`config.mk`:
```
export PLATFORM = sky130hd
export DESIGN_NAME = switch_operation_mode_control
export DESIGN_NICKNAME = d
export VERILOG_FILES = /design/src/hw/mode_ctrl_pkg.sv /design/src/hw/switch_operation_mode_control.sv
export SDC_FILE = /design/constraint.sdc
export NUM_CORES = 1
export LEC_CHECK = 0
export BUFFER_PORTS_ARGS = -buffer_cell sky130_fd_sc_hd__buf_2
export CORE_MARGIN = 4
export CORE_UTILIZATION = 55
export CTS_CLUSTER_SIZE = 14
export DETAILED_ROUTE_END_ITERATION = 16
export HOLD_SLACK_MARGIN = 0.05
export PLACE_DENSITY = 0.9
export SLEW_MARGIN = 20
export SYNTH_ARGS = -nofsm -noshare
export SYNTH_HDL_FRONTEND = slang
export SYNTH_SLANG_ARGS = --single-unit
export TNS_END_PERCENT = 1
```
`constraint.sdc`:
```
create_clock -name ref_clk_i -period 2.5 [get_ports ref_clk_i]
set_input_delay 0.125 -clock ref_clk_i [delete_from_list [all_inputs] [get_ports ref_clk_i]]
set_output_delay 0.125 -clock ref_clk_i [all_outputs]
set_load 0.02 [all_outputs]
```
`src/hw/mode_ctrl_pkg.sv`:
```
package mode_ctrl_pkg;
  // Register indexes on the plain register port
  localparam logic [3:0] ADDR_CHAN_ON = 4'h0;
  localparam logic [3:0] ADDR_HW_CTRL = 4'h1;
  localparam logic [3:0] ADDR_MAP_FIRST = 4'h2;
  localparam logic [3:0] ADDR_MAP_SECOND = 4'h3;
  localparam logic [3:0] ADDR_STATUS = 4'h4;
  localparam logic [3:0] ADDR_ERR = 4'h5;
  localparam logic [3:0] ADDR_OFF_LOAD = 4'h6;
  localparam logic [3:0] ADDR_MONITOR = 4'h7;
  // Control register field positions
  localparam int HW_STAY_ACTIVE_POS = 0;
  localparam int HW_SOFT_RESET_POS = 1;
  // Status register field positions
  localparam int ST_MODE_POS = 0;
  localparam int ST_SUPPLY_UV_POS = 2;
  localparam int ST_LOW_POWER_POS = 3;
  localparam int ST_XFER_ERR_POS = 4;
  // Reset values and fallback channel mask
  localparam logic [7:0] CHAN_ON_RST = 8'h00;
  localparam logic [7:0] MAP_FIRST_RST = 8'h04;
  localparam logic [7:0] MAP_SECOND_RST = 8'h08;
  localparam logic [7:0] FALLBACK_CHAN_MASK = 8'h0c;
  // Operating-state field codes
  localparam logic [1:0] CODE_SLEEP = 2'h0;
  localparam logic [1:0] CODE_FALLBACK = 2'h1;
  localparam logic [1:0] CODE_IDLE = 2'h2;
  localparam logic [1:0] CODE_ACTIVE = 2'h3;

  typedef enum logic [1:0] {
    ST_SLEEP,
    ST_IDLE,
    ST_ACTIVE,
    ST_FALLBACK
  } op_state_t;
endpackage

```
`src/hw/switch_operation_mode_control.sv`:
```
// The register offsets and the plain strobed port were decided locally.
`timescale 1ns/1ps
// Summary of operation
// - Sleep: all channels off, all registers held at reset values.
// - Idle: channels off, diagnosis disabled.
// - Idle with logic supply: registers usable, transfers accepted.
// - Idle keeps latched error bits.
// - Wake high plus any input or channel bit: go active.
// - Stay-active 0: active returns to idle when inputs and bits clear.
// - Stay-active 1: remain active regardless of inputs and bits.
// - Logic undervoltage moves active to idle if inputs low.
// - High input forces active even with both maps zero.
// - Wake low plus high input: fallback, mapped channel on.
// - Fallback: reads answered, writes ignored.
// - Fallback entry forces supply undervoltage and low-power flags.
// - Fallback reports operating-state field 01.
// - First command after fallback entry sets transfer error flag.
// - Fallback: off-load bits zero, errors and monitor keep working.
// - Fallback: other registers default and not programmable.
// - Fallback: only channels 2 and 3, via inputs.
// - Power-on when input or wake high and a supply is good.
// - Registers reset on logic supply loss, wake low, or soft reset.
// - Soft reset keeps error bits, clears supply and power flags.
// - Register reset restores maps; channels off unless input high.
// - Turn-on request when not active goes active or fallback.
module switch_operation_mode_control (
  input wire logic ref_clk_i, // 100 MHz clock
  input wire logic reset_i, // Async reset, high
  input wire logic wake_i, // Wake pin, async
  input wire logic [1:0] direct_input_pins_i, // Direct inputs, async
  input wire logic vdd_ok_i, // Logic supply above undervoltage
  input wire logic vdd_full_i, // Logic supply above low-power range
  input wire logic vs_ok_i, // Load supply above operating level
  input wire logic vs_uv_i, // Load supply undervoltage event
  input wire logic [7:0] err_set_i, // Per-channel error events
  input wire logic [7:0] off_load_i, // Off-state open-load results
  input wire logic [7:0] monitor_i, // Output monitor levels
  input wire logic [3:0] addr_i, // Register index
  input wire logic [7:0] wdata_i, // Write data
  input wire logic wr_i, // Write strobe
  input wire logic rd_i, // Read strobe
  output logic [7:0] rdata_o, // Read data, cycle after strobe
  output logic [7:0] channel_o, // Channel drive
  output logic [1:0] mode_o, // Operating-state code
  output logic diag_en_o, // Diagnosis enable
  output logic power_on_o // Internal power-on
);

  typedef struct packed {
    mode_ctrl_pkg::op_state_t st;
    logic [2:0] wake_s;
    logic wake_v;
    logic [1:0] in_s1;
    logic [1:0] in_s2;
    logic [1:0] in_s3;
    logic [1:0] in_v;
    logic [7:0] chan_on;
    logic stay_active;
    logic [7:0] map_first;
    logic [7:0] map_second;
    logic [7:0] err;
    logic supply_uv;
    logic low_power;
    logic xfer_err;
    logic xfer_pend;
    logic [7:0] rdata;
    logic [7:0] chan;
  } state_t;

  state_t q, d;

  logic in_any;
  logic on_any;
  logic regs_ok;
  logic soft_rst;
  logic reg_rst;
  logic wr_ok;
  logic status_rd;
  logic [7:0] mapped;
  logic [7:0] status;
  logic [1:0] code;

  // Mapped input drive, one term per direct input
  always_comb begin
    mapped = 8'h00;
    if (q.in_v[0]) begin
      mapped = mapped | q.map_first;
    end
    if (q.in_v[1]) begin
      mapped = mapped | q.map_second;
    end
  end

  // Decode helpers
  always_comb begin
    in_any = |q.in_v;
    on_any = |q.chan_on;
    regs_ok = vdd_ok_i && (q.st != mode_ctrl_pkg::ST_SLEEP);
    wr_ok = wr_i && regs_ok && (q.st != mode_ctrl_pkg::ST_FALLBACK);
    soft_rst = wr_ok && (addr_i == mode_ctrl_pkg::ADDR_HW_CTRL)
               && wdata_i[mode_ctrl_pkg::HW_SOFT_RESET_POS];
    // Wake low also covers sleep and fallback holding defaults
    reg_rst = !vdd_ok_i || !q.wake_v || soft_rst;
    status_rd = rd_i && regs_ok && (addr_i == mode_ctrl_pkg::ADDR_STATUS);
    case (q.st)
      mode_ctrl_pkg::ST_SLEEP: code = mode_ctrl_pkg::CODE_SLEEP;
      mode_ctrl_pkg::ST_IDLE: code = mode_ctrl_pkg::CODE_IDLE;
      mode_ctrl_pkg::ST_ACTIVE: code = mode_ctrl_pkg::CODE_ACTIVE;
      mode_ctrl_pkg::ST_FALLBACK: code = mode_ctrl_pkg::CODE_FALLBACK;
      default: code = mode_ctrl_pkg::CODE_SLEEP;
    endcase
    status = 8'h00;
    status[mode_ctrl_pkg::ST_MODE_POS +: 2] = code;
    status[mode_ctrl_pkg::ST_SUPPLY_UV_POS] = q.supply_uv;
    status[mode_ctrl_pkg::ST_LOW_POWER_POS] = q.low_power;
    // A pending first-command error shows on that very command
    status[mode_ctrl_pkg::ST_XFER_ERR_POS] = q.xfer_err | q.xfer_pend;
  end

  // Next-state logic for the whole block
  always_comb begin
    d = q;

    // Three-stage synchronisers; a change counts when stages 2 and 3 agree
    d.wake_s = {q.wake_s[1:0], wake_i};
    if (q.wake_s[1] == q.wake_s[2]) begin
      d.wake_v = q.wake_s[2];
    end
    d.in_s1 = direct_input_pins_i;
    d.in_s2 = q.in_s1;
    d.in_s3 = q.in_s2;
    for (int i = 0; i < 2; i++) begin
      if (q.in_s2[i] == q.in_s3[i]) begin
        d.in_v[i] = q.in_s3[i];
      end
    end

    // Operating-state transitions
    case (q.st)
      mode_ctrl_pkg::ST_SLEEP, mode_ctrl_pkg::ST_IDLE: begin
        if (!q.wake_v && in_any) begin
          d.st = mode_ctrl_pkg::ST_FALLBACK;
        end else if (!q.wake_v) begin
          d.st = mode_ctrl_pkg::ST_SLEEP;
        end else if (in_any || on_any) begin
          d.st = mode_ctrl_pkg::ST_ACTIVE;
        end else begin
          d.st = mode_ctrl_pkg::ST_IDLE;
        end
      end
      mode_ctrl_pkg::ST_ACTIVE: begin
        if (!q.wake_v && in_any) begin
          d.st = mode_ctrl_pkg::ST_FALLBACK;
        end else if (!q.wake_v) begin
          d.st = mode_ctrl_pkg::ST_SLEEP;
        end else if (!vdd_ok_i && !in_any) begin
          d.st = mode_ctrl_pkg::ST_IDLE;
        end else if (q.stay_active) begin
          d.st = mode_ctrl_pkg::ST_ACTIVE;
        end else if (!in_any && !on_any) begin
          d.st = mode_ctrl_pkg::ST_IDLE;
        end
      end
      mode_ctrl_pkg::ST_FALLBACK: begin
        if (q.wake_v) begin
          // Leaving fallback; a turn-on request decides active or idle
          d.st = in_any ? mode_ctrl_pkg::ST_ACTIVE : mode_ctrl_pkg::ST_IDLE;
        end else if (!in_any) begin
          d.st = mode_ctrl_pkg::ST_SLEEP;
        end
      end
      default: d.st = mode_ctrl_pkg::ST_SLEEP;
    endcase

    // Register writes, only where writes are accepted
    if (wr_ok) begin
      case (addr_i)
        mode_ctrl_pkg::ADDR_CHAN_ON: d.chan_on = wdata_i;
        mode_ctrl_pkg::ADDR_HW_CTRL: begin
          d.stay_active = wdata_i[mode_ctrl_pkg::HW_STAY_ACTIVE_POS];
        end
        mode_ctrl_pkg::ADDR_MAP_FIRST: d.map_first = wdata_i;
        mode_ctrl_pkg::ADDR_MAP_SECOND: d.map_second = wdata_i;
        default: d.chan_on = q.chan_on;
      endcase
    end

    // Register reset restores defaults; soft reset bit never stores
    if (reg_rst) begin
      d.chan_on = mode_ctrl_pkg::CHAN_ON_RST;
      d.stay_active = 1'b0;
      d.map_first = mode_ctrl_pkg::MAP_FIRST_RST;
      d.map_second = mode_ctrl_pkg::MAP_SECOND_RST;
    end

    // Supply flags: clear on status read or soft reset, a new event wins
    if (status_rd && vs_ok_i) begin
      d.supply_uv = 1'b0;
    end
    if (status_rd && vdd_full_i) begin
      d.low_power = 1'b0;
    end
    if (soft_rst || !vdd_ok_i || !q.wake_v) begin
      d.supply_uv = 1'b0;
      d.low_power = 1'b0;
    end
    if (vs_uv_i && q.st != mode_ctrl_pkg::ST_SLEEP) begin
      d.supply_uv = 1'b1;
    end
    if (vdd_ok_i && !vdd_full_i && q.st != mode_ctrl_pkg::ST_SLEEP) begin
      d.low_power = 1'b1;
    end
    // Fallback forces both flags, held for its whole stay
    if (d.st == mode_ctrl_pkg::ST_FALLBACK) begin
      d.supply_uv = 1'b1;
      d.low_power = 1'b1;
    end

    // Transfer error: armed on fallback entry, fired by first command
    if (status_rd) begin
      d.xfer_err = 1'b0;
    end
    if ((rd_i || wr_i) && q.xfer_pend) begin
      d.xfer_err = 1'b1;
      d.xfer_pend = 1'b0;
    end
    if (d.st == mode_ctrl_pkg::ST_FALLBACK && q.st != mode_ctrl_pkg::ST_FALLBACK) begin
      d.xfer_pend = 1'b1;
    end
    if (d.st == mode_ctrl_pkg::ST_SLEEP || !vdd_ok_i) begin
      d.xfer_err = 1'b0;
      d.xfer_pend = 1'b0;
    end

    // Latched errors: write one to clear, events win; soft reset keeps them
    if (wr_ok && addr_i == mode_ctrl_pkg::ADDR_ERR) begin
      d.err = q.err & ~wdata_i;
    end
    if (q.st == mode_ctrl_pkg::ST_ACTIVE || q.st == mode_ctrl_pkg::ST_FALLBACK) begin
      d.err = d.err | err_set_i;
    end
    // Only sleep or lost logic supply wipes them, idle holds them
    if (q.st == mode_ctrl_pkg::ST_SLEEP || !vdd_ok_i) begin
      d.err = 8'h00;
    end

    // Read data, valid only in the cycle after the strobe
    d.rdata = 8'h00;
    if (rd_i && regs_ok) begin
      case (addr_i)
        mode_ctrl_pkg::ADDR_CHAN_ON: d.rdata = q.chan_on;
        mode_ctrl_pkg::ADDR_HW_CTRL: begin
          d.rdata[mode_ctrl_pkg::HW_STAY_ACTIVE_POS] = q.stay_active;
        end
        mode_ctrl_pkg::ADDR_MAP_FIRST: d.rdata = q.map_first;
        mode_ctrl_pkg::ADDR_MAP_SECOND: d.rdata = q.map_second;
        mode_ctrl_pkg::ADDR_STATUS: d.rdata = status;
        mode_ctrl_pkg::ADDR_ERR: d.rdata = q.err;
        mode_ctrl_pkg::ADDR_OFF_LOAD: begin
          // No off-state check runs in fallback
          if (q.st != mode_ctrl_pkg::ST_FALLBACK) begin
            d.rdata = off_load_i;
          end
        end
        mode_ctrl_pkg::ADDR_MONITOR: d.rdata = monitor_i;
        default: d.rdata = 8'h00;
      endcase
    end

    // Channel drive follows the state just decided
    case (d.st)
      mode_ctrl_pkg::ST_ACTIVE: d.chan = d.chan_on | mapped;
      mode_ctrl_pkg::ST_FALLBACK: d.chan = mapped & mode_ctrl_pkg::FALLBACK_CHAN_MASK;
      default: d.chan = 8'h00;
    endcase
  end

  // Single state register
  always_ff @(posedge ref_clk_i or posedge reset_i) begin
    if (reset_i) begin
      q <= '{
        st: mode_ctrl_pkg::ST_SLEEP,
        map_first: mode_ctrl_pkg::MAP_FIRST_RST,
        map_second: mode_ctrl_pkg::MAP_SECOND_RST,
        chan_on: mode_ctrl_pkg::CHAN_ON_RST,
        default: '0
      };
    end else begin
      q <= d;
    end
  end

  // Outputs
  assign rdata_o = q.rdata;
  assign channel_o = q.chan;
  assign mode_o = code;
  assign diag_en_o = (q.st == mode_ctrl_pkg::ST_ACTIVE);
  // Power-on is combinational from supplies and the filtered pins
  assign power_on_o = (in_any || q.wake_v) && (vs_ok_i || vdd_full_i);

endmodule

```
Word level (Yosys, flattened, before mapping) --
Index checks and enable logic that the tools add are counted.
Cells by class: add/subtract/negate cells 0, multiply operators 0, divide/modulo/power cells 0, $lt $le $gt $ge 0, equality and inequality tests 16, shift-type cells 0, mux-type cells 39, bitwise operators 6, reduce and logical (&&, ||, !) cells 53
Operators with widths (number):
- $mux 8 | 10
- $mux 25 | 2
- $pmux 7 s7 | 1
- $mux 2 | 15
- $or 8x8->8 | 3
- $logic_and 1x1->1 | 19
- $eq 4x3->1 const B | 4
- $pmux 8 s2 | 1
- $logic_or 1x1->1 | 11
- $reduce_bool 2->1 | 5
- $and 8x8->8 | 1
- $eq 2x2->1 const B | 4
- $eq 4x2->1 const B | 2
- $not 8->8 | 1
- $pmux 1 s8 | 1
- $pmux 2 s4 | 1
- $reduce_bool 4->1 | 2
- $reduce_or 8->1 | 1
- $mux 1 | 7
- $pmux 2 s3 | 1
- $reduce_and 2->1 | 3
- $reduce_bool 3->1 | 2
- $logic_not 1->1 | 5
- $eq 4x1->1 const B | 1
- other kinds (7) | 11
Word-level totals: bits in registers 67, bits in latches 0, RAM bits 0, ROM bits 0, bits of input ports 47, logic and storage cells 133, memories kept 0

Depth between registers and ports, before layout --
depth in word-level cells 13, gate-level depth with buffers 10, gate-level depth less buffers 9

Worst setup path after synthesis --
OpenSTA, ideal clock, no wires.
kind reg2reg, start point reg q[65] (netlist name), end point reg q[16] (netlist name), setup time 0.096 ns, arrival time 2.028 ns, required time 2.404 ns, path slack 0.377 ns, cell stages (with the launch flop) 11, buffers on the path 1, clock period less this slack 2.123 ns, cell sequence dfrtp_1 > inv_1 > ha_1 > nor2_4 > inv_1 > buf_2 > a21oi_1 > o22ai_2 > a32oi_4 > nand2_1 > o32ai_2
RTL lines:
- start, declared | line switch_operation_mode_control.sv:70 | state_t q, d;
- start signal, assigned | line switch_operation_mode_control.sv:281 | q <= '{

==> insert_results.sql <==
INSERT INTO impl_metrics (metric_group, metric, value, unit) VALUES
('critical_path', 'worst-endpoint-arrival', '2.58', 'ns'),
('global_routing', 'first_global_vias', '3148', ''),
('layout', 'nFillCells', '469', ''),
('placement', 'gpl.final_weighted_congestion', '0.908', ''),
('sta', 'slew_of_the_pin_with_the_lowest_slew_margin', '0.600', 'ns'),
('drt', 'first_iter_violations', '457', ''),
('layout', 'finalNetCount', '471', ''),
('sta', 'totalNegativeSetupSlack', '0', 'ns'),
('critical_path', 'critical_path.startpoint', 'q[65]', ''),
('drt', 'antenna_left', '0', ''),
('power', 'worst_ir_drop_vdd', '0.000525', 'V'),
('global_routing', 'grt_first_pass_wirelength', '15.6', 'mm'),
('synth', 'synth_edf_count', '0', ''),
('critical_path', 'worst_ep_required_time', '2.78', 'ns'),
('sta', 'finalHoldViolations', '0', ''),
('synth', 'synthMostInstantiatedCell', 'dfrtp_1', ''),
('clocking', 'cts-buffers-inserted', '9', ''),
('sta', 'slew-limit-headroom', '0.597', ''),
('global_routing', 'grt.total_usage', '0.265', ''),
('global_routing', 'grt_antenna_before_repair', '0', ''),
('synth', 'synth.cell_area', '3530', 'µm²'),
('power', 'p_leak', '1.95', 'nW'),
('power', 'power.share.sequential', '0.397', ''),
('critical_path', 'timing.critical_path.to_type', 'flop', ''),
('layout', 'n_antenna_cell', '0', ''),
('clocking', 'numClockSinks', '67', ''),
('synth', 'post_synth.cell_area_avg', '9.91', 'µm²'),
('run', 'max_cap_viol', '0', ''),
('floorplan', 'core_area', '6060', 'µm²'),
('clocking', 'clk_latency', '0.35', 'ns'),
('critical_path', 'startpoint_type', 'flop', ''),
('sta', 'finClkSkew', '0.0107', 'ns'),
('clocking', 'tritoncts', 'yes', ''),
('clocking', 'clk_transition_reported_paths', '0.07', 'ns'),
('synth', 'synth.yosys.warnings', '0', ''),
('power', 'switchingPower', '0.00113', 'W'),
('placement', 'placed_instance_area', '3830', 'µm²'),
('power', 'power.share.combinational', '0.321', ''),
('layout', 'design_area', '4160', 'µm²'),
('synth', 'postSynth.asyncResetShare', '1.00', ''),
('sta', 'grt_setup_unrepaired', 'no', ''),
('floorplan', 'dieHeight', '88.1', 'µm'),
('clocking', 'cts_root_buffer', 'clkbuf_8', ''),
('sta', 'final.min_clock_period', '2.30', 'ns'),
('global_routing', 'grt_overflow_total', '0', ''),
('placement', 'portBuffers', '66', ''),
('clocking', 'cts-root-to-sink-buffers', '2', ''),
('status', 'status', 'completed', ''),
('placement', 'detailed_place_hpwl', '6.93', 'mm'),
('floorplan', 'area_enclosed_by_the_die_boundary', '7760', 'µm²'),
('synth', 'synth-seq-area-share', '0.476', ''),
('synth', 'synthDominantCellAreaShare', '0.461', ''),
('floorplan', 'floorplan.initialDensity', '0.582', ''),
('global_routing', 'grt_start_max_net_pins', '54', ''),
('floorplan', 'io_pins', '67', ''),
('drt', 'vias_per_cell', '6.27', ''),
('power', 'cellPowerDensity', '779', 'nW/µm²'),
('sta', 'fmax', '435', 'MHz'),
('layout', 'area_delta_synth_final', '17.8', '%'),
('floorplan', 'num_rows', '28', ''),
('power', 'internal-power', '0.00211', 'W'),
('sta', 'report.final.setup_viol', '0', ''),
('power', 'power.switching_fraction', '0.348', ''),
('synth', 'yosys_register_bits', '67', ''),
('drt', 'drc', '0', ''),
('drt', 'route.detailed.wl_per_inst', '19.2', 'µm'),
('floorplan', 'die_width', '88.1', 'µm'),
('sta', 'finalMaxSlewViolations', '0', ''),
('drt', 'dr_total_vias', '3142', ''),
('drt', 'dr.pass1.iters', '5', ''),
('synth', 'synth_cell_type_count', '59', '');
==> logic make-up (layout without fill, tap and decap cells) <==
group	count (synthesis)	count (layout)	synth area share
AOI/OAI and AO/OA	83	83	0.185
adders and majority gates	6	6	0.0192
buffers and inverters	48	118	0.0755
DFF	67	67	0.476
muxes	22	22	0.0645
and+or+nand+nor	130	130	0.180
==> metrics by stage <==
stage | cells | total power, W | utilization | hold slack (ns) | setup WS [ns]
after floorplan | 356 | 0.00201 | - | 0.156 | 0.377
after global placement | 473 | 0.00225 | 0.633 | 0.101 | 0.346
after detailed placement | 473 | 0.00230 | 0.633 | 0.114 | 0.200
after CTS | 501 | 0.00322 | 0.685 | 0.0564 | 0.174
after global routing | 501 | 0.00339 | 0.686 | 0.0625 | 0.0638
final | 501 | 0.00324 | 0.686 | 0.0626 | 0.203
==> layer usage <==
| metal | global-route usage | part of all wire | vias up |
|---|---|---|---|
| li1 | - | - | 1393 |
| met5 | 0 | 0 | - |
| met1 | 0.352 | 0.39 | 1501 |
| met4 | 0.0852 | 0.020 | 0 |
| met2 | 0.431 | 0.49 | 222 |
| met3 | 0.0621 | 0.11 | 26 |
==> power by group through the flow <==
stage	sequential (W)	combinational, W	clock, W
global route	0.00129	0.00113	0.000973
floorplan	0.00126	0.000744	0
finish	0.00129	0.00104	0.000913
CTS	0.00128	0.00102	0.000920
detailed placement	0.00130	0.000998	0
global placement	0.00129	0.000962	0
==> cell type report <==
type | instances | area, µm² | area share
Clock inverter | 2 | 35.0 | 0.00843
Timing Repair Buffer | 90 | 553 | 0.133
Inverter | 12 | 45.0 | 0.0108
Sequential cell | 67 | 1680 | 0.404
Multi-Input combinational cell | 241 | 1590 | 0.382
Clock buffer | 14 | 163 | 0.0391
Tap cell | 75 | 93.8 | 0.0226
==> worst max-delay path: stages, from the launching register on <==
cell and delay, ns:
dfrtp_1 0.43, inv_1 0.10, ha_1 0.27, inv_1 0.13, a31oi_1 0.22, o32ai_1 0.15
a311oi_4 0.48, nor2b_4 0.30, o21a_1 0.15
==> cell usage in the layout, fill, tap and decap left out, drive strengths merged, types with 2 or more instances in the layout <==
master and n:
o22ai 2, a222oi 4, dfstp 2, a21oi 25, maj3 3, a22oi 8, and2 4, or3 2
o21ai 6, nand4 2, nand2 36, dlygate4sd3 12, mux2i 16, nor2b 2, nand2b 4, a22o 12
nand3 18, o32ai 2, o21a 8, mux2 6, dfrtp 65, nor2 40, ha 3, nand3b 2
o221ai 2, clkbuf 14, buf 78, nor4 5, inv 12, nor3 11, a31oi 5
==> timing repair <==
item / 4_1_cts / 5_1_grt
hold buffers: 12 / 0
endpoints found under the hold margin: 25 / 0
setup buffers: 0 / 0
resized for setup: 0 / 1
setup endpoints to repair: 0 / 6
==> final timing paths <==
path / end / slack (ns) / cells past startpoint
setup / recovery: channel_o[5] / 0.20 / 8
hold / removal: q[27] / 0.06 / 3
setup reg to reg: channel_o[5] / 0.20 / 8
hold reg to reg: d[55] / 0.34 / 0
max in group asynchronous: q[38] / 1.58 / 4
min in group asynchronous: channel_o[3] / 0.28 / 3
==> flip-flops by register name (all words and copies together), names as in the netlist <==
register   count
q             45
channel_o      8
rdata_o        8
d              6
(Power assumes the default switching activity.)
